==> src/verilog/tacl_defs.svh <==
`ifndef TACL_DEFS_SVH
`define TACL_DEFS_SVH

// Command bytes
`define TACL_CMD_RD_TEMP_LO    8'h81
`define TACL_CMD_RD_TEMP_HI    8'h83
`define TACL_CMD_RD_STATUS     8'h85
`define TACL_CMD_RD_CFG        8'h87
`define TACL_CMD_WR_CFG        8'h92
`define TACL_CMD_RD_RATE       8'h89
`define TACL_CMD_WR_RATE       8'h94
`define TACL_CMD_RD_OT_LIMIT   8'ha1
`define TACL_CMD_WR_OT_LIMIT   8'ha4
`define TACL_CMD_RD_OT_RELEASE 8'ha3
`define TACL_CMD_WR_OT_RELEASE 8'ha6
`define TACL_CMD_RD_HIGH       8'h8f
`define TACL_CMD_WR_HIGH       8'h9a
`define TACL_CMD_RD_LOW        8'h91
`define TACL_CMD_WR_LOW        8'h9c
`define TACL_CMD_ONE_SHOT      8'h9e
`define TACL_CMD_RD_FSC        8'hab
`define TACL_CMD_WR_FSC        8'hb4
`define TACL_CMD_RD_GAIN       8'had
`define TACL_CMD_WR_GAIN       8'hb6

// Reset values
`define TACL_RST_CFG           8'h00
`define TACL_RST_RATE          8'h02
`define TACL_RST_OT_LIMIT      8'h64
`define TACL_RST_OT_RELEASE    8'h5f
`define TACL_RST_HIGH          8'h7f
`define TACL_RST_LOW           8'hc9
`define TACL_RST_FSC           8'h00
`define TACL_RST_GAIN          8'h80
`define TACL_FAULT_HIGH_BYTE   8'h80

// Configuration bits
`define TACL_CFG_ALERT_MASK    7
`define TACL_CFG_STANDBY       6
`define TACL_CFG_OT_POL        5
`define TACL_CFG_WPROT         4
`define TACL_CFG_OPEN_LOOP     3
`define TACL_CFG_OT_IN_INH     2
`define TACL_CFG_OT_OUT_MASK   1
`define TACL_CFG_WP_FIELD      8'h78
`define TACL_GAIN_OPEN_LOOP    0

// Status bits
`define TACL_ST_ALERT          6
`define TACL_ST_HIGH           4
`define TACL_ST_LOW            3
`define TACL_ST_OPEN           2
`define TACL_ST_OVERTEMP       1
`define TACL_ST_CLR_FIELD      8'h7c

// Timing
`define TACL_CLK_HZ            40000000
`define TACL_CONV_PERIOD_MS    500
`define TACL_CONV_CYCLES       ((`TACL_CLK_HZ / 1000) * `TACL_CONV_PERIOD_MS)
`define TACL_FRAC_BITS         3'h0

`endif

==> src/verilog/tacl_pkg.sv <==
package tacl_pkg;

	typedef enum logic [0:0] {
		TACL_IDLE = 1'b0,
		TACL_CONV = 1'b1
	} tacl_conv_state_t;

	typedef struct packed {
		tacl_conv_state_t conv;
		logic [24:0]      timer;
		logic             start;
		logic [7:0]       cfg;
		logic [7:0]       rate;
		logic [7:0]       ot_limit;
		logic [7:0]       ot_release;
		logic [7:0]       high_lim;
		logic [7:0]       low_lim;
		logic [7:0]       fan_speed_word;
		logic [7:0]       gain;
		logic [7:0]       temp_hi;
		logic [7:0]       temp_lo;
		logic [7:0]       status;
		logic             ot_active;
		logic             alert;
		logic             ot_pin;
		logic             ot_oe;
		logic             fan_full;
		logic [7:0]       rdata;
		logic [1:0]       ot_sync;
	} tacl_state_t;

endpackage

==> src/verilog/tacl_core.sv <==
`timescale 1ns/10ps
`include "tacl_defs.svh"

module tacl_core #(
	parameter int unsigned CONV_CYCLES = `TACL_CONV_CYCLES
) (
	input  wire logic        ref_clk_in,
	input  wire logic        srst_in,
	input  wire logic        reg_wr_in,
	input  wire logic        reg_rd_in,
	input  wire logic        cmd_strobe_in,
	input  wire logic [7:0]  reg_cmd_in,
	input  wire logic [7:0]  reg_wdata_in,
	input  wire logic        conv_done_in,
	input  wire logic [10:0] conv_temp_in,
	input  wire logic        diode_open_in,
	input  wire logic        diode_short_in,
	input  wire logic [7:0]  fan_speed_calc_in,
	input  wire logic        overtemp_pin_in,
	output logic      [7:0]  reg_rdata_out,
	output logic             conv_start_out,
	output logic             conv_busy_out,
	output logic             overtemp_output_out,
	output logic             overtemp_oe_out,
	output logic             alert_oe_out,
	output logic             fan_full_out,
	output logic      [7:0]  fan_speed_word_out,
	output logic      [7:0]  fan_gain_out,
	output logic      [7:0]  conv_rate_out
);
	import tacl_pkg::*;

	tacl_state_t s_q;
	tacl_state_t s_d;

	// ****************************************
	// Next state
	// ****************************************
	always_comb begin
		logic               ot_int;
		logic               ot_ext;
		logic               wp;
		logic               is_done;
		logic               fault;
		logic signed [10:0] t;
		logic [7:0]         cause;
		ot_int  = 1'b0;
		ot_ext  = 1'b0;
		wp      = 1'b0;
		is_done = 1'b0;
		fault   = 1'b0;
		t       = 11'sh000;
		cause   = 8'h00;
		s_d     = s_q;
		s_d.start = 1'b0;
		// While we drive the pin the synchroniser is held idle, so our own low level
		// is never taken for an external one once the driver lets go
		s_d.ot_sync = s_q.ot_oe ? 2'h3 : {s_q.ot_sync[0], overtemp_pin_in};
		wp = s_q.cfg[`TACL_CFG_WPROT];

		// ****************************************
		// Conversion sequencing
		// ****************************************
		is_done = (s_q.conv == TACL_CONV) && conv_done_in;
		case (s_q.conv)
			TACL_IDLE: begin
				if (cmd_strobe_in && reg_cmd_in == `TACL_CMD_ONE_SHOT) begin
					s_d.conv  = TACL_CONV;
					s_d.start = 1'b1;
					s_d.timer = 25'h0;
				end else if (!s_q.cfg[`TACL_CFG_STANDBY]) begin
					if (s_q.timer >= 25'(CONV_CYCLES - 1)) begin
						s_d.conv  = TACL_CONV;
						s_d.start = 1'b1;
						s_d.timer = 25'h0;
					end else begin
						s_d.timer = s_q.timer + 25'h1;
					end
				end
			end
			TACL_CONV: begin
				// One-shot commands fall through unseen here
				if (!s_q.cfg[`TACL_CFG_STANDBY] && s_q.timer < 25'(CONV_CYCLES - 1)) begin
					s_d.timer = s_q.timer + 25'h1;
				end
				if (conv_done_in) begin
					s_d.conv = TACL_IDLE;
				end
			end
			default: begin
				s_d.conv = TACL_IDLE;
			end
		endcase

		// ****************************************
		// Result, limits and alert
		// ****************************************
		// The result is taken regardless of alert, so reads stay live
		t     = signed'(conv_temp_in);
		fault = diode_open_in || diode_short_in;
		if (is_done) begin
			s_d.temp_hi = fault ? `TACL_FAULT_HIGH_BYTE : conv_temp_in[10:3];
			s_d.temp_lo = fault ? 8'h00 : {conv_temp_in[2:0], 5'h00};
			if (!fault) begin
				if (t >= signed'({s_q.ot_limit, `TACL_FRAC_BITS})) begin
					s_d.ot_active = 1'b1;
				end else if (t < signed'({s_q.ot_release, `TACL_FRAC_BITS})) begin
					s_d.ot_active = 1'b0;
				end
				cause[`TACL_ST_HIGH] = t >= signed'({s_q.high_lim, `TACL_FRAC_BITS});
				cause[`TACL_ST_LOW]  = t < signed'({s_q.low_lim, `TACL_FRAC_BITS});
			end
			cause[`TACL_ST_OPEN] = diode_open_in;
			if (!s_q.cfg[`TACL_CFG_OPEN_LOOP]) begin
				s_d.fan_speed_word = fan_speed_calc_in;
			end
		end

		// External drive seen only in active-low mode while we are not pulling
		ot_ext = !s_q.cfg[`TACL_CFG_OT_POL] && !s_q.ot_oe && !s_q.ot_sync[1];
		ot_int = s_d.ot_active && !s_q.cfg[`TACL_CFG_OT_OUT_MASK];
		s_d.fan_full = ot_ext;
		if (s_q.cfg[`TACL_CFG_OT_POL]) begin
			s_d.ot_oe  = 1'b1;
			s_d.ot_pin = ot_int;
		end else begin
			s_d.ot_oe  = ot_int;
			s_d.ot_pin = 1'b0;
		end

		// ****************************************
		// Status read clear, then sets which win
		// ****************************************
		if (reg_rd_in && reg_cmd_in == `TACL_CMD_RD_STATUS) begin
			s_d.status = s_q.status & ~`TACL_ST_CLR_FIELD;
			s_d.alert  = 1'b0;
		end
		if (is_done) begin
			// A shorted diode has no status bit of its own but still raises the alert
			if (!s_q.cfg[`TACL_CFG_ALERT_MASK] && (cause != 8'h00 || fault || s_d.ot_active)) begin
				s_d.alert = 1'b1;
			end
			s_d.status = s_d.status | cause;
		end
		// Bit 1 follows the line level; a status read never clears it
		s_d.status[`TACL_ST_OVERTEMP] = ot_int || (ot_ext && !s_q.cfg[`TACL_CFG_OT_IN_INH]);
		// External low latches the alert once, on its first synchronised cycle
		if (ot_ext && !s_q.fan_full && !s_q.cfg[`TACL_CFG_OT_IN_INH]) begin
			s_d.alert = 1'b1;
		end
		s_d.status[`TACL_ST_ALERT] = s_d.alert | (s_d.status[`TACL_ST_ALERT] & s_q.alert);

		// ****************************************
		// Register writes
		// ****************************************
		if (reg_wr_in) begin
			case (reg_cmd_in)
				`TACL_CMD_WR_CFG: begin
					if (wp) begin
						s_d.cfg = (reg_wdata_in & ~`TACL_CFG_WP_FIELD) |
						          (s_q.cfg & `TACL_CFG_WP_FIELD);
					end else begin
						s_d.cfg = reg_wdata_in;
					end
				end
				`TACL_CMD_WR_RATE: begin
					if (!wp) s_d.rate = reg_wdata_in;
				end
				`TACL_CMD_WR_OT_LIMIT: begin
					if (!wp) s_d.ot_limit = reg_wdata_in;
				end
				`TACL_CMD_WR_OT_RELEASE: begin
					if (!wp) s_d.ot_release = reg_wdata_in;
				end
				`TACL_CMD_WR_HIGH: begin
					s_d.high_lim = reg_wdata_in;
				end
				`TACL_CMD_WR_LOW: begin
					s_d.low_lim = reg_wdata_in;
				end
				`TACL_CMD_WR_FSC: begin
					// Closed loop owns the speed word; host write only in open loop
					if (s_q.cfg[`TACL_CFG_OPEN_LOOP]) s_d.fan_speed_word = reg_wdata_in;
				end
				`TACL_CMD_WR_GAIN: begin
					s_d.gain = reg_wdata_in;
					if (reg_wdata_in[`TACL_GAIN_OPEN_LOOP]) begin
						s_d.cfg[`TACL_CFG_OPEN_LOOP] = 1'b1;
					end
				end
				default: begin
				end
			endcase
		end

		// Standby entered mid-conversion drops that conversion
		if (s_d.cfg[`TACL_CFG_STANDBY] && !s_q.cfg[`TACL_CFG_STANDBY] &&
		    s_q.conv == TACL_CONV && !conv_done_in) begin
			s_d.conv = TACL_IDLE;
		end

		// ****************************************
		// Read data
		// ****************************************
		if (reg_rd_in) begin
			case (reg_cmd_in)
				`TACL_CMD_RD_TEMP_LO:    s_d.rdata = s_q.temp_lo;
				`TACL_CMD_RD_TEMP_HI:    s_d.rdata = s_q.temp_hi;
				`TACL_CMD_RD_STATUS:     s_d.rdata = s_q.status;
				`TACL_CMD_RD_CFG:        s_d.rdata = s_q.cfg;
				`TACL_CMD_RD_RATE:       s_d.rdata = s_q.rate;
				`TACL_CMD_RD_OT_LIMIT:   s_d.rdata = s_q.ot_limit;
				`TACL_CMD_RD_OT_RELEASE: s_d.rdata = s_q.ot_release;
				`TACL_CMD_RD_HIGH:       s_d.rdata = s_q.high_lim;
				`TACL_CMD_RD_LOW:        s_d.rdata = s_q.low_lim;
				`TACL_CMD_RD_FSC:        s_d.rdata = s_q.fan_speed_word;
				`TACL_CMD_RD_GAIN:       s_d.rdata = s_q.gain;
				default:                 s_d.rdata = 8'h00;
			endcase
		end
	end

	// ****************************************
	// State register
	// ****************************************
	always_ff @(posedge ref_clk_in) begin
		if (srst_in) begin
			s_q            <= '0;
			s_q.conv       <= TACL_IDLE;
			s_q.cfg        <= `TACL_RST_CFG;
			s_q.rate       <= `TACL_RST_RATE;
			s_q.ot_limit   <= `TACL_RST_OT_LIMIT;
			s_q.ot_release <= `TACL_RST_OT_RELEASE;
			s_q.high_lim   <= `TACL_RST_HIGH;
			s_q.low_lim    <= `TACL_RST_LOW;
			s_q.fan_speed_word        <= `TACL_RST_FSC;
			s_q.gain       <= `TACL_RST_GAIN;
			s_q.status     <= 8'h00;
			s_q.ot_sync    <= 2'h3;
		end else begin
			s_q <= s_d;
		end
	end

	assign reg_rdata_out       = s_q.rdata;
	assign conv_start_out      = s_q.start;
	assign conv_busy_out       = (s_q.conv == TACL_CONV);
	assign overtemp_output_out = s_q.ot_pin;
	assign overtemp_oe_out     = s_q.ot_oe;
	assign alert_oe_out        = s_q.alert;
	assign fan_full_out        = s_q.fan_full;
	assign fan_speed_word_out  = s_q.fan_speed_word;
	assign fan_gain_out        = s_q.gain;
	assign conv_rate_out       = s_q.rate;

endmodule

==> config.mk <==
export PLATFORM = sky130hd
export DESIGN_NAME = tacl_core
export DESIGN_NICKNAME = d
export VERILOG_FILES = /design/src/verilog/tacl_pkg.sv /design/src/verilog/tacl_core.sv
export VERILOG_INCLUDE_DIRS = /design/src /design/src/verilog
export SDC_FILE = /design/constraint.sdc
export NUM_CORES = 1
export LEC_CHECK = 0
export BUFFER_PORTS_ARGS = -buffer_cell sky130_fd_sc_hd__buf_2
export CAP_MARGIN = 20
export CORE_ASPECT_RATIO = 2
export CORE_MARGIN = 1.5
export CORE_UTILIZATION = 30
export DETAILED_ROUTE_END_ITERATION = 10
export HOLD_SLACK_MARGIN = 0.15
export PLACE_DENSITY = 0.43
export SLEW_MARGIN = 20
export SYNTH_ARGS = -nofsm -noshare
export SYNTH_HDL_FRONTEND = slang
export SYNTH_SLANG_ARGS = --single-unit
==> constraint.sdc <==
create_clock -name ref_clk_in -period 5.4 [get_ports ref_clk_in]
set_input_delay 0.54 -clock ref_clk_in [delete_from_list [all_inputs] [get_ports ref_clk_in]]
set_output_delay 0.54 -clock ref_clk_in [all_outputs]
set_load 0.005 [all_outputs]
======== Yosys cells after proc, flatten, opt, wreduce, memory -nomap -nowiden ========
Cells that the tools add are included.
W data, S select, Z words.
storage, ports and cells
  bits of input ports ..................... 44
  flip-flop bits (word level) ............. 130
  word-level logic and storage cells ...... 144
  output and inout port bits .............. 38
cells by class
  muxes and demuxes ....................... 42
  equality and inequality tests ........... 23
  bitwise logic cells ..................... 7
  reduce and logical (&&, ||, !) cells .... 42
  order comparisons ....................... 6
  $add $sub $neg .......................... 1
operators with widths
  operator                 number
  $eq A8 B8 Y1 const B     20
  $mux W8                  17
  $pmux W8 S11             1
  $mux W63                 1
  $mux W27                 2
  $pmux W26 S2             1
  $mux W25                 2
  $add A25 B1 Y25 const B  1
  $ge A25 B25 Y1 const B   1
  $lt A25 B25 Y1 const B   1
  $ge A11 B11 Y1           2
  $lt A11 B11 Y1           2
  $logic_and A1 B1 Y1      14
  $mux W1                  12
  $reduce_and A3 Y1        4
  $reduce_and A2 Y1        5
  $logic_not A1 Y1         9
  $mux W3                  3
  $or A8 B5 Y8             1
  $or A8 B7 Y8             1
  $reduce_or A2 Y1         4
  $mux W7                  1
  $logic_or A1 B1 Y1       4
  $ne A3 B3 Y1 const B     1
  9 further kinds          11

======== Logic depth before layout (Yosys ltp) ========
Gate-level depths: netlist of run 1.
  depth after elaboration ................. 11
  mapped depth ............................ 9
  gate-level depth less buffers ........... 9

======== Least setup slack after synthesis of run 1 ========
No wires, ideal clock.
  path kind ............................... in2reg
  from .................................... input conv_temp_in[6]
  to ...................................... register s_q[21] in the netlist's numbering
  data required time ...................... 5.267 ns
  arrival ................................. 2.105 ns
  slack ................................... 3.162 ns
  setup time .............................. 0.133 ns
  path buffers ............................ 0
  cell stages on the path ................. 7
  cell sequence ........................... ha_1 -> a211oi_1 -> a31oi_1 -> o311a_1 -> a31o_1 -> o41ai_1 -> a21oi_1
on the way
  longest elaborated chain between the ends .. 11
  elaborated cells on any way between the ends .. 18
  classes of those cells .................. order compare: 4; mux: 9; bitwise: 1; reduce/logical: 4
ends and longest elaborated chain
  what                                           line                                RTL
  start, declared                                tacl_core.sv:15                     input wire logic [10:0] conv_temp_in,
  $lt A11 B11 Y1, or another cell as far along   tacl_core.sv:107                    end else if (t < signed'({s_q.ot_release, `TACL_FRAC_BITS})) begin
  $mux W1 or $mux W2 (tied branches)             tacl_core.sv:107, tacl_core.sv:104
  $mux W1 or $mux W3 (tied branches)             tacl_core.sv:105, tacl_core.sv:101
  $mux W1 or $reduce_bool A3 Y1 (tied branches)  tacl_core.sv:104, tacl_core.sv:140
  $mux W1 or $logic_or A1 B1 Y1 (tied branches)  tacl_core.sv:101, tacl_core.sv:140
  $logic_or A1 B1 Y1 (*)                         tacl_core.sv:140                    if (!s_q.cfg[`TACL_CFG_ALERT_MASK] && (cause != 8'h00 || fault || s_d.ot_active)) begin
  $logic_and A1 B1 Y1 (*)                        tacl_core.sv:140
  $mux W1 (*)                                    tacl_core.sv:140
  $mux W1 (*)                                    tacl_core.sv:138                    if (is_done) begin
  $mux W1 (*)                                    tacl_core.sv:148                    if (ot_ext && !s_q.fan_full && !s_q.cfg[`TACL_CFG_OT_IN_INH]) begin
  $or A1 B1 Y1 (*)                               tacl_core.sv:151                    s_d.status[`TACL_ST_ALERT] = s_d.alert | (s_d.status[`TACL_ST_ALERT] & s_q.alert);
  end, declared                                  tacl_core.sv:33                     tacl_state_t s_q;
Mark *: on every way between the ends. The rest lies on a longest branch, timed or not.
A chain may end at the register's enable or synchronous reset.

======== Worst setup path in the final report of run 1 ========
  from .................................... input reg_cmd_in[5]
  to ...................................... register s_q (netlist bit reg_rdata_out[6])
on the way
  longest elaborated chain between the ends .. 2
  elaborated cells on any way between the ends .. 12
  classes of those cells .................. eq/ne: 11; mux: 1
ends and longest elaborated chain
  what              line              RTL
  start, declared   tacl_core.sv:12   input wire logic [7:0] reg_cmd_in,
  $eq A8 B8 Y1      tacl_core.sv:206  case (reg_cmd_in)
  $pmux W8 S11 (*)  tacl_core.sv:206
Marks and branches as above.

==> results of run 1 <==
## logic make-up after synthesis
logic type,count (synthesis),synth area share
AO/OA/AOI/OAI,220,0.218
XOR/XNOR,1,0.00127
adder cells (fa/ha/maj),31,0.0560
buffers and inverters,129,0.0940
flip-flops,122,0.353
multiplexers,45,0.0694
AND/OR/NAND/NOR,287,0.209
## sequential cells by signal, indices dropped and copies added (netlist names), named ones only
register,flops
alert_oe_out,1
overtemp_output_out,1
fan_speed_word_out,8
fan_gain_out,8
conv_busy_out,1
conv_start_out,1
reg_rdata_out,8
fan_full_out,1
s_q,83
overtemp_oe_out,1
conv_rate_out,8
## power by group through the flow
stage                     Clock (W)  Sequential [W]  Combinational (W)
after floorplan                   0        0.000933          0.0000812
after global placement            0        0.000936           0.000144
after detailed placement          0        0.000936           0.000145
after CTS                   0.00107        0.000917           0.000145
after global routing        0.00110        0.000918           0.000157
final                       0.00105        0.000917           0.000145
## cell usage in the layout (no fill, tap or decap), types with 5 or more instances in the layout
master	n
a211o_1	22
a211oi_1	12
a21oi_1	49
a221oi_1	5
a22oi_1	26
a31oi_1	17
buf_2	80
buf_4	6
clkbuf_1	5
clkbuf_16	17
dfxtp_1	122
ha_1	31
inv_1	41
mux2i_1	39
nand2_1	49
nand2b_1	14
nand3_1	30
nand4_1	15
nor2_1	99
nor2b_1	18
nor3_1	13
nor3b_1	7
nor4_1	5
o2111ai_1	5
o211ai_1	6
o21ai_0	32
o21ai_1	5
or3_1	5
## area by class of cell
class                      instances  area, um2
clock buffer                      24        472
clock inverter                     4       45.0
fill                            2425      14900
inverter                          43        161
multi-input combinational        584       3850
sequential                       122       2440
tap                              280        350
timing repair buffer              86        445
## metal layers
metal / global-route usage / vias up / wire length (um)
met2: 0.454 / 169 / 15600
met3: 0.0328 / 57 / 720
li1: - / 3042 / -
met4: 0.147 / 0 / 1680
met5: 0 / - / 0
met1: 0.213 / 3056 / 9470
## how the worst max path moves through the flow
stage,startpoint,to,slack (ns)
after global routing,reg_cmd_in[7],reg_rdata_out[6]$_SDFFE_PP0P_,2.59
after global placement,reg_cmd_in[6],reg_rdata_out[6]$_SDFFE_PP0P_,2.32
final,reg_cmd_in[5],reg_rdata_out[6]$_SDFFE_PP0P_,2.80
after floorplan,conv_temp_in[6],s_q[21]$_SDFF_PP0_,3.16
after CTS,s_q[126]$_SDFFE_PP0P_,s_q[123]$_SDFFE_PP0P_,2.46
after detailed placement,reg_cmd_in[5],reg_rdata_out[6]$_SDFFE_PP0P_,2.37
## stage by stage
step                      instances  setup slack (ns)  cell area (um2)
after CTS                      1143              2.46             7760
after detailed placement       1115              2.37             7240
final                          1143              2.80             7770
after floorplan                 835              3.16             6920
after global routing           1143              2.59             7770
after global placement         1115              2.32             7240
==> impl_results.md, run 1 <==
- Status: complete, no violations
- Max transition margin: 0.380
- DR vias/cell: 5.53
- Global route overflow: 0
- Hold WS: 0.288 ns
- Net Sw Frac: 0.243
- Critical-path top delay cell: and4_1
- Internal power: 0.00159 W
- Max clock buf depth: 2
- Clock Power Share: 0.496
- Commonest register cell after synthesis: dfxtp_1
- CP Launch Type: input port
- Wirelength per Cell: between 20 and 25 um
- Layout cells sized above 1: 0.152
- Post-Syn Nets: 910
- Max incr delay on CP: 0.69 ns
- Crit-path max FO: 15
- R2r startpoint: s_q[104]$_SDFFE_PP0P_
- Layout Skew: 0.00676 ns
- Leakage: 3.04 nW
- R2R setup slack: about 2.8 ns
- Diodes inserted: 0
- Post-synth EDFFs: 0
- Hold buffers post-CTS: 0
- Util after Layout: 0.343
- Final nets: 929
- R2R cell count: 8
- Post-CTS Setup Inserts: 0
- Starting density of the core: 0.306
- CTS tree: built
- Worst flop-to-flop path endpoint: s_q[120]$_SDFFE_PP0P_
- CORE AREA: around 23000 um2
- Synth Cell Area: 6920 um2
- Post-DP HPWL: 21.0 mm
- Largest net degree at the start of global routing: 74
- CP required: 5.78 ns
- Die area: 24100 um2
- Hold depth: 2
- Crit Path Class: in2reg
- RSZ-0062 raised after global routing: no
- Fmax: 385 MHz
- Largest cells by area after synthesis: dfxtp_1 (35%), mux2i_1 (5.6%), ha_1 (5.6%), nor2_1 (5.4%), a21oi_1 (3.5%)
- Worst Path Arrival: 2.98 ns
- Vias in the first global route: about 6200
- # port buffers: 81
- Total routed wirelength: 27.4 mm
- Cell chain of the critical path: buf_2 -> nor2b_1 -> and4_1 -> a22oi_1 -> mux4_2 -> nand4_1 -> o21ai_0 -> nor2_1
- Number of gates resized after cts: 0
- Netlist cell types: 71
- Maxcap violations: 0
- 1st-pass router iterations: 5
- CTS root buf: clkbuf_16
- Seq/Total Area, Yosys: 0.353
- Final setup vio count: 0
- Sequential power share: 0.435
- Area leader, netlist: dfxtp_1
- Reg clk slew, reported paths: 0.05 ns
- Levels on crit path: 8
- Power, Total: between 0.002 and 0.0025 W
- Area fraction of the dominant cell type after synthesis: 0.353
- I/O pin count: 82
- # H-tree levels: 4
- Ys async rst share: 0
- End of the worst hold path: s_q[0]$_SDFF_PP1_
- Final max-slew violation count: 0
- Final Critical Period: 2.60 ns
- Setup_tns: 0 ns
- Slew at the pin closest to its max-slew limit: 0.926 ns
- Final GP Congestion: approximately 0.88
- Ys Warns: 0
- DIE HEIGHT: between 200 and 250 um
- Synth cell count leaders: dfxtp_1 (122), nor2_1 (99), a21oi_1 (49), nand2_1 (49), inv_1 (41)
- Yosys reg bits: between 100 and 150
- Psw: between 0.0005 and 0.0006 W
- Final hold vios: 0
- Crit. End Element: register
- WP buf/inv: 1
- Gr usage total: 0.229
- Num rows: 78
- Top-count cell post-synth: dfxtp_1
- First-pass GRT wire length: 40.0 mm
- Die width: ~110 um
- Synth Instances: 835
- Initial DRC Count: around 440
- Clock Sinks: 122
- Initial antenna violation count: 0
- Combinational share of power: 0.069
- CP delay by family, top: simple AND/OR/NAND/NOR gates
- HP Class: in2reg
- Synthesis-to-layout area growth: 12.2%
- Period utilisation layout: 0.482
- Syn Area/Cell: 8.29 um2
- Hold Crit Start: overtemp_pin_in
- Post-route DRC: 0
- DRT antenna net count: 0
- Via count: roughly 6300
- Max VDD drop: 186 uV
- TritonCTS buffer count: 17
- Pwr dens: 271 nW/um2
- Clk_lat worst skew: 0.44 ns
No activity file was read; power rests on OpenSTA's default activity.
==> run 2: changes to the inputs <==
- clock period: 5.4 -> 2.4 ns (I/O delays scaled with it)
==> impl_results.md, run 2 (synthesis gave the netlist of run 1 again) <==
- Max FFs per register: 83
- CTS tree: built
- Clock Sinks: 122
- Most common cell after layout, fill and taps aside: dfxtp_1
- Gr usage total: 0.235
- Critical-path top delay cell: dlygate4sd3_1
- TritonCTS buffer count: 17
- Clk_lat worst skew: roughly 0.44 ns
- Layout cells sized above 1: 0.210
- Wirelength per Cell: around 23 um
- Via count: 6600
- Post-DP HPWL: between 20 and 25 mm
- Status: complete, no violations
- Final hold vios: 0
- R2R cell count: 7
- DIE HEIGHT: 218 um
- Max transition margin: 0.432
- Vias in the first global route: 6543
- Total routed wirelength: ~28 mm
- Layout Skew: 0.00827 ns
- Most frequent cells in the layout: dfxtp_1 (122), nor2_1 (99), buf_2 (80)
- Final max-slew violation count: 0
- Crit-path max FO: 5
- HP Class: in2reg
- Final setup vio count: 0
- CP required: ~2.7 ns
- Final GP Congestion: 0.867
- Hold depth: 3
- Max incr delay on CP: 0.53 ns
- Fmax: around 440 MHz
- Largest net degree at the start of global routing: 74
- Final Critical Period: 2.29 ns
- CTS root buf: clkbuf_16
- Initial antenna violation count: 1
- Max VDD drop: 446 uV
- Period utilisation layout: 0.955
- Reg clk slew, reported paths: 0.06 ns
- 1st-pass router iterations: 5
- CORE AREA: 22600 um2
- Final nets: 999
- Post-route DRC: 0
- First-pass GRT wire length: 41.5 mm
- RSZ-0062 raised after global routing: no
- Leakage: 3.39 nW
- Crit Path Class: in2reg
- Setup_tns: 0 ns
- Global route overflow: 0
- Util after Layout: 0.370
- I/O pin count: a little over 80
- Post-placement cell count: 1170
- Reg with most FFs: s_q
- Die area: 24100 um2
- Num rows: 78
- Synthesis-to-layout area growth: 21.0%
- Power, Total: 0.00491 W
- Slew at the pin closest to its max-slew limit: 0.852 ns
- # port buffers: 81
- Cell chain of the critical path: dlygate4sd3_1 -> buf_2 -> ha_1 -> a211oi_2 -> a31oi_1 -> o311a_1 -> a31o_1 -> o41ai_2 -> a21oi_1
- Maxcap violations: 0
- Worst Path Arrival: around 2.6 ns
- # H-tree levels: 4
- DR vias/cell: 5.42
- Starting density of the core: 0.306
- CP Launch Type: input port
- Non-Filler Instances: roughly 1200
- Die width: 110 um
- Pwr dens: 586 nW/um2
- DRT antenna net count: 0
- Initial DRC Count: between 400 and 500
- Crit. End Element: register
- Max clock buf depth: 2
==> run 2: cell count changes in the layout (fill, tap and decap cells not counted), sizes merged <==
cell / before / now
clkbuf: 24 / 18
dlygate4sd3: 0 / 15
inv: 41 / 42
clkinv: 5 / 10
buf: 86 / 141
clkinvlp: 0 / 4
diode: 0 / 1
==> run 2: area by class of cell <==
cell class | instances | area [um2]
antenna | 1 | 2.50
multi-input combinational | 584 | 3850
fill | 2437 | 14300
inverter | 43 | 161
clock buffer | 18 | 439
timing repair buffer | 156 | 1010
tap | 280 | 350
clock inverter | 14 | 124
sequential | 122 | 2440
==> run 2: final timing paths <==
check | start | to | slack (ns)
setup / recovery | conv_temp_in[6] | s_q[21]$_SDFF_PP0_ | 0.11
hold / removal | fan_speed_calc_in[7] | fan_speed_word_out[7]$_SDFF_PP0_ | 0.17
setup reg to reg | s_q[126]$_SDFFE_PP0P_ | s_q[115]$_SDFFE_PP0P_ | 0.14
hold reg to reg | s_q[0]$_SDFF_PP1_ | s_q[1]$_SDFF_PP1_ | 0.41
==> run 2: per-stage QoR <==
step,setup WS [ns],hold slack [ns],area (um2)
2_1_floorplan,0.261,0.339,6920
3_3_place_gp,0.124,0.412,7650
3_5_place_dp,0.120,0.411,7650
4_1_cts,0.0324,0.153,8360
5_1_grt,0.0129,0.157,8380
6_report,0.107,0.170,8380
==> run 2: repair_timing <==
action	CTS	global route
gates resized for setup	0	3
hold buffers	15	0
buffers inserted	0	0
setup endpoints to repair	0	5
hold endpoints to repair	16	0
==> run 2: metal layers <==
metal	vias up	track usage	share of wire	wire [um]
li1	3181	-	-	-
met1	3199	0.214	0.34	9520
met2	152	0.463	0.57	15800
met3	68	0.0431	0.024	664
met4	0	0.159	0.071	1990
met5	-	0	0	0
==> run 2: power by group <==
group          switching (W)  internal [W]
Sequential         0.0000149       0.00204
Combinational       0.000234      0.000140
Clock                0.00103       0.00145
Total                0.00128       0.00363
==> run 2: critical path: cells and delay by family <==
kind                     cells  cell delay (ns)
buffers and inverters        2             0.69
AO/OA/AOI/OAI                6             1.28
adder cells (fa/ha/maj)      1             0.35
==> run 3: changes to the inputs <==
- PLACE_DENSITY: 0.43 -> 0.44
- clock period: 2.4 -> 2 ns (I/O delays scaled with it)
==> impl_results.md, run 3 (synthesis gave the netlist of run 1 again) <==
- Initial DRC Count: 424
- Max incr delay on CP: about 0.35 ns
- Layout Skew: 0.0117 ns
- CTS tree: built
- DR vias/cell: 5.34
- Clock Power Share: 0.520
- Max VDD drop: roughly 550 uV
- Filler instances: 2389
- DIE HEIGHT: 218 um
- Cell chain of the critical path: nor2_4 -> nor4b_4 -> mux2i_4 -> buf_4 -> a31o_2 -> buf_4 -> o21ai_0 -> a31oi_1
- Maxcap violations: 0
- Starting density of the core: 0.306
- Num rows: around 80
- Reg clk slew, reported paths: 0.06 ns
- Vias in the first global route: 7054
- Leakage: 3.87 nW
- Final max-slew violation count: 0
- Most common cell type on the critical path: buf_4
- Max clock buf depth: 2
- Clock Sinks: 122
- DRT antenna net count: 0
- Status: complete, but fails checks
- Final hold vios: 0
- Net Sw Frac: 0.247
- Post-DP HPWL: 22.4 mm
- CORE AREA: 22600 um2
- CTS root buf: clkbuf_16
- Clk_lat worst skew: between 0.4 and 0.5 ns
- Sequential power share: 0.392
- CP required: 2.36 ns
- CP delay by family, top: compound AO/OA/AOI/OAI gates
- Seq. cell area: 2450 um2
- # port buffers: 81
- Slew at the pin closest to its max-slew limit: between 0.5 and 0.6 ns
- Most frequent cells in the layout: buf_4 (126), dfxtp_1 (112), nor2_1 (97)
- Post-route DRC: 0
- Reg with most FFs: s_q
- Most common cell after layout, fill and taps aside: buf_4
- Internal power: 0.00473 W
- I/O pin count: 82
- Pwr dens: 673 nW/um2
- Fmax: 480 MHz
- Crit. End Element: register
- Critical-path top delay cell: mux2i_4
- # H-tree levels: 4
- Final GP Congestion: ~0.96
- Crit Path Class: reg2reg
- Gr usage total: 0.239
- TritonCTS buffer count: 17
- Violated checks: setup timing
- Period utilisation layout: 1.04
- Wirelength per Cell: 22.2 um
- Total routed wirelength: 28.7 mm
- Max FFs per register: 83
- Die width: 110 um
- Worst Path Arrival: 2.44 ns
- Power, Total: between 0.006 and 0.007 W
- Combinational share of power: 0.088
- Largest net degree at the start of global routing: 50
- Crit-path max FO: 7
- RSZ-0062 raised after global routing: yes
- WP buf/inv: 2
- Final nets: between 1000 and 1500
- Area of the multi-input gates: 4120 um2
- Die area: 24100 um2
- Layout cells sized above 1: 0.317
- 1st-pass router iterations: 4
- Diodes inserted: 0
- Setup WS post-layout: -0.0826 ns
- Final setup vio count: 11
- First-pass GRT wire length: 42.2 mm
- Synthesis-to-layout area growth: 34.9%
- Global route overflow: 0
- Final Critical Period: around 2.1 ns
- Initial antenna violation count: 0
- Via count: approximately 7000
- CP Launch Type: register
- HP Class: in2reg
- Psw: 0.00155 W
- Max transition margin: 0.614
- Setup_tns: -0.249 ns
run 3: cell count changes in the layout (fill, tap and decap cells not counted), sizes merged, moves of 2 or more:
cell and change:
clkbuf +3, dlygate4sd3 +3, clkinvlp -3, bufinv +2, buf +73
run 3: worst register-to-register path: stages (launching register included):
cell     delay (ns)
dfxtp_2        0.33
nor2_4         0.11
nor4b_4        0.29
mux2i_4        0.35
buf_4          0.18
a31o_2         0.26
buf_4          0.16
o21ai_0        0.10
a31oi_1        0.21
run 3: worst paths after layout:
path,from,endpoint,slack [ns],cells past startpoint
max reg2reg,s_q[126]$_SDFFE_PP0P_,s_q[111]$_SDFFE_PP0P_,-0.08,8
max,s_q[126]$_SDFFE_PP0P_,s_q[111]$_SDFFE_PP0P_,-0.08,8
min,reg_wdata_in[1],s_q[96]$_SDFFE_PP0P_,0.18,3
min reg2reg,s_q[0]$_SDFF_PP1_,s_q[1]$_SDFF_PP1_,0.43,1
run 3: cell type report:
class / count / share of cell area
clock buffer: 21 / 0.0504
clock inverter: 11 / 0.0154
inverter: 43 / 0.0173
multi-input combinational: 584 / 0.441
sequential: 122 / 0.263
tap: 280 / 0.0375
timing repair buffer: 232 / 0.176
run 3: repair_timing:
action,in CTS,in global routing
endpoints found under the setup margin,29,32
pin swaps,8,7
buffers inserted,3,2
gates resized for setup,22,51
hold buffers,18,0
endpoints found under the hold margin,23,0
run 3: layer usage:
layer	global-route usage	vias up	share of wire
li1	-	3331	-
met4	0.200	0	0.082
met2	0.465	176	0.56
met1	0.213	3312	0.34
met5	0	-	0
met3	0.0339	87	0.025
run 3: through the flow:
stage / hold WS, ns / worst slack, ns / utilization / instances / instance area [um2]
finish: 0.176 / -0.0826 / 0.413 / 1293 / 9340
detailed placement: 0.414 / -0.151 / 0.362 / 1238 / 8190
global route: 0.168 / -0.190 / 0.413 / 1293 / 9340
floorplan: 0.299 / -0.0233 / - / 835 / 6930
global placement: 0.410 / -0.110 / 0.362 / 1238 / 8190
CTS: 0.155 / -0.0826 / 0.401 / 1291 / 9080
run 3: power by group through the flow:
stage | registers (W) | clock network, W | logic, W
floorplan | 0.00252 | 0 | 0.000220
global placement | 0.00252 | 0 | 0.000487
detailed placement | 0.00252 | 0 | 0.000487
CTS | 0.00246 | 0.00334 | 0.000518
global route | 0.00246 | 0.00342 | 0.000593
finish | 0.00246 | 0.00327 | 0.000553
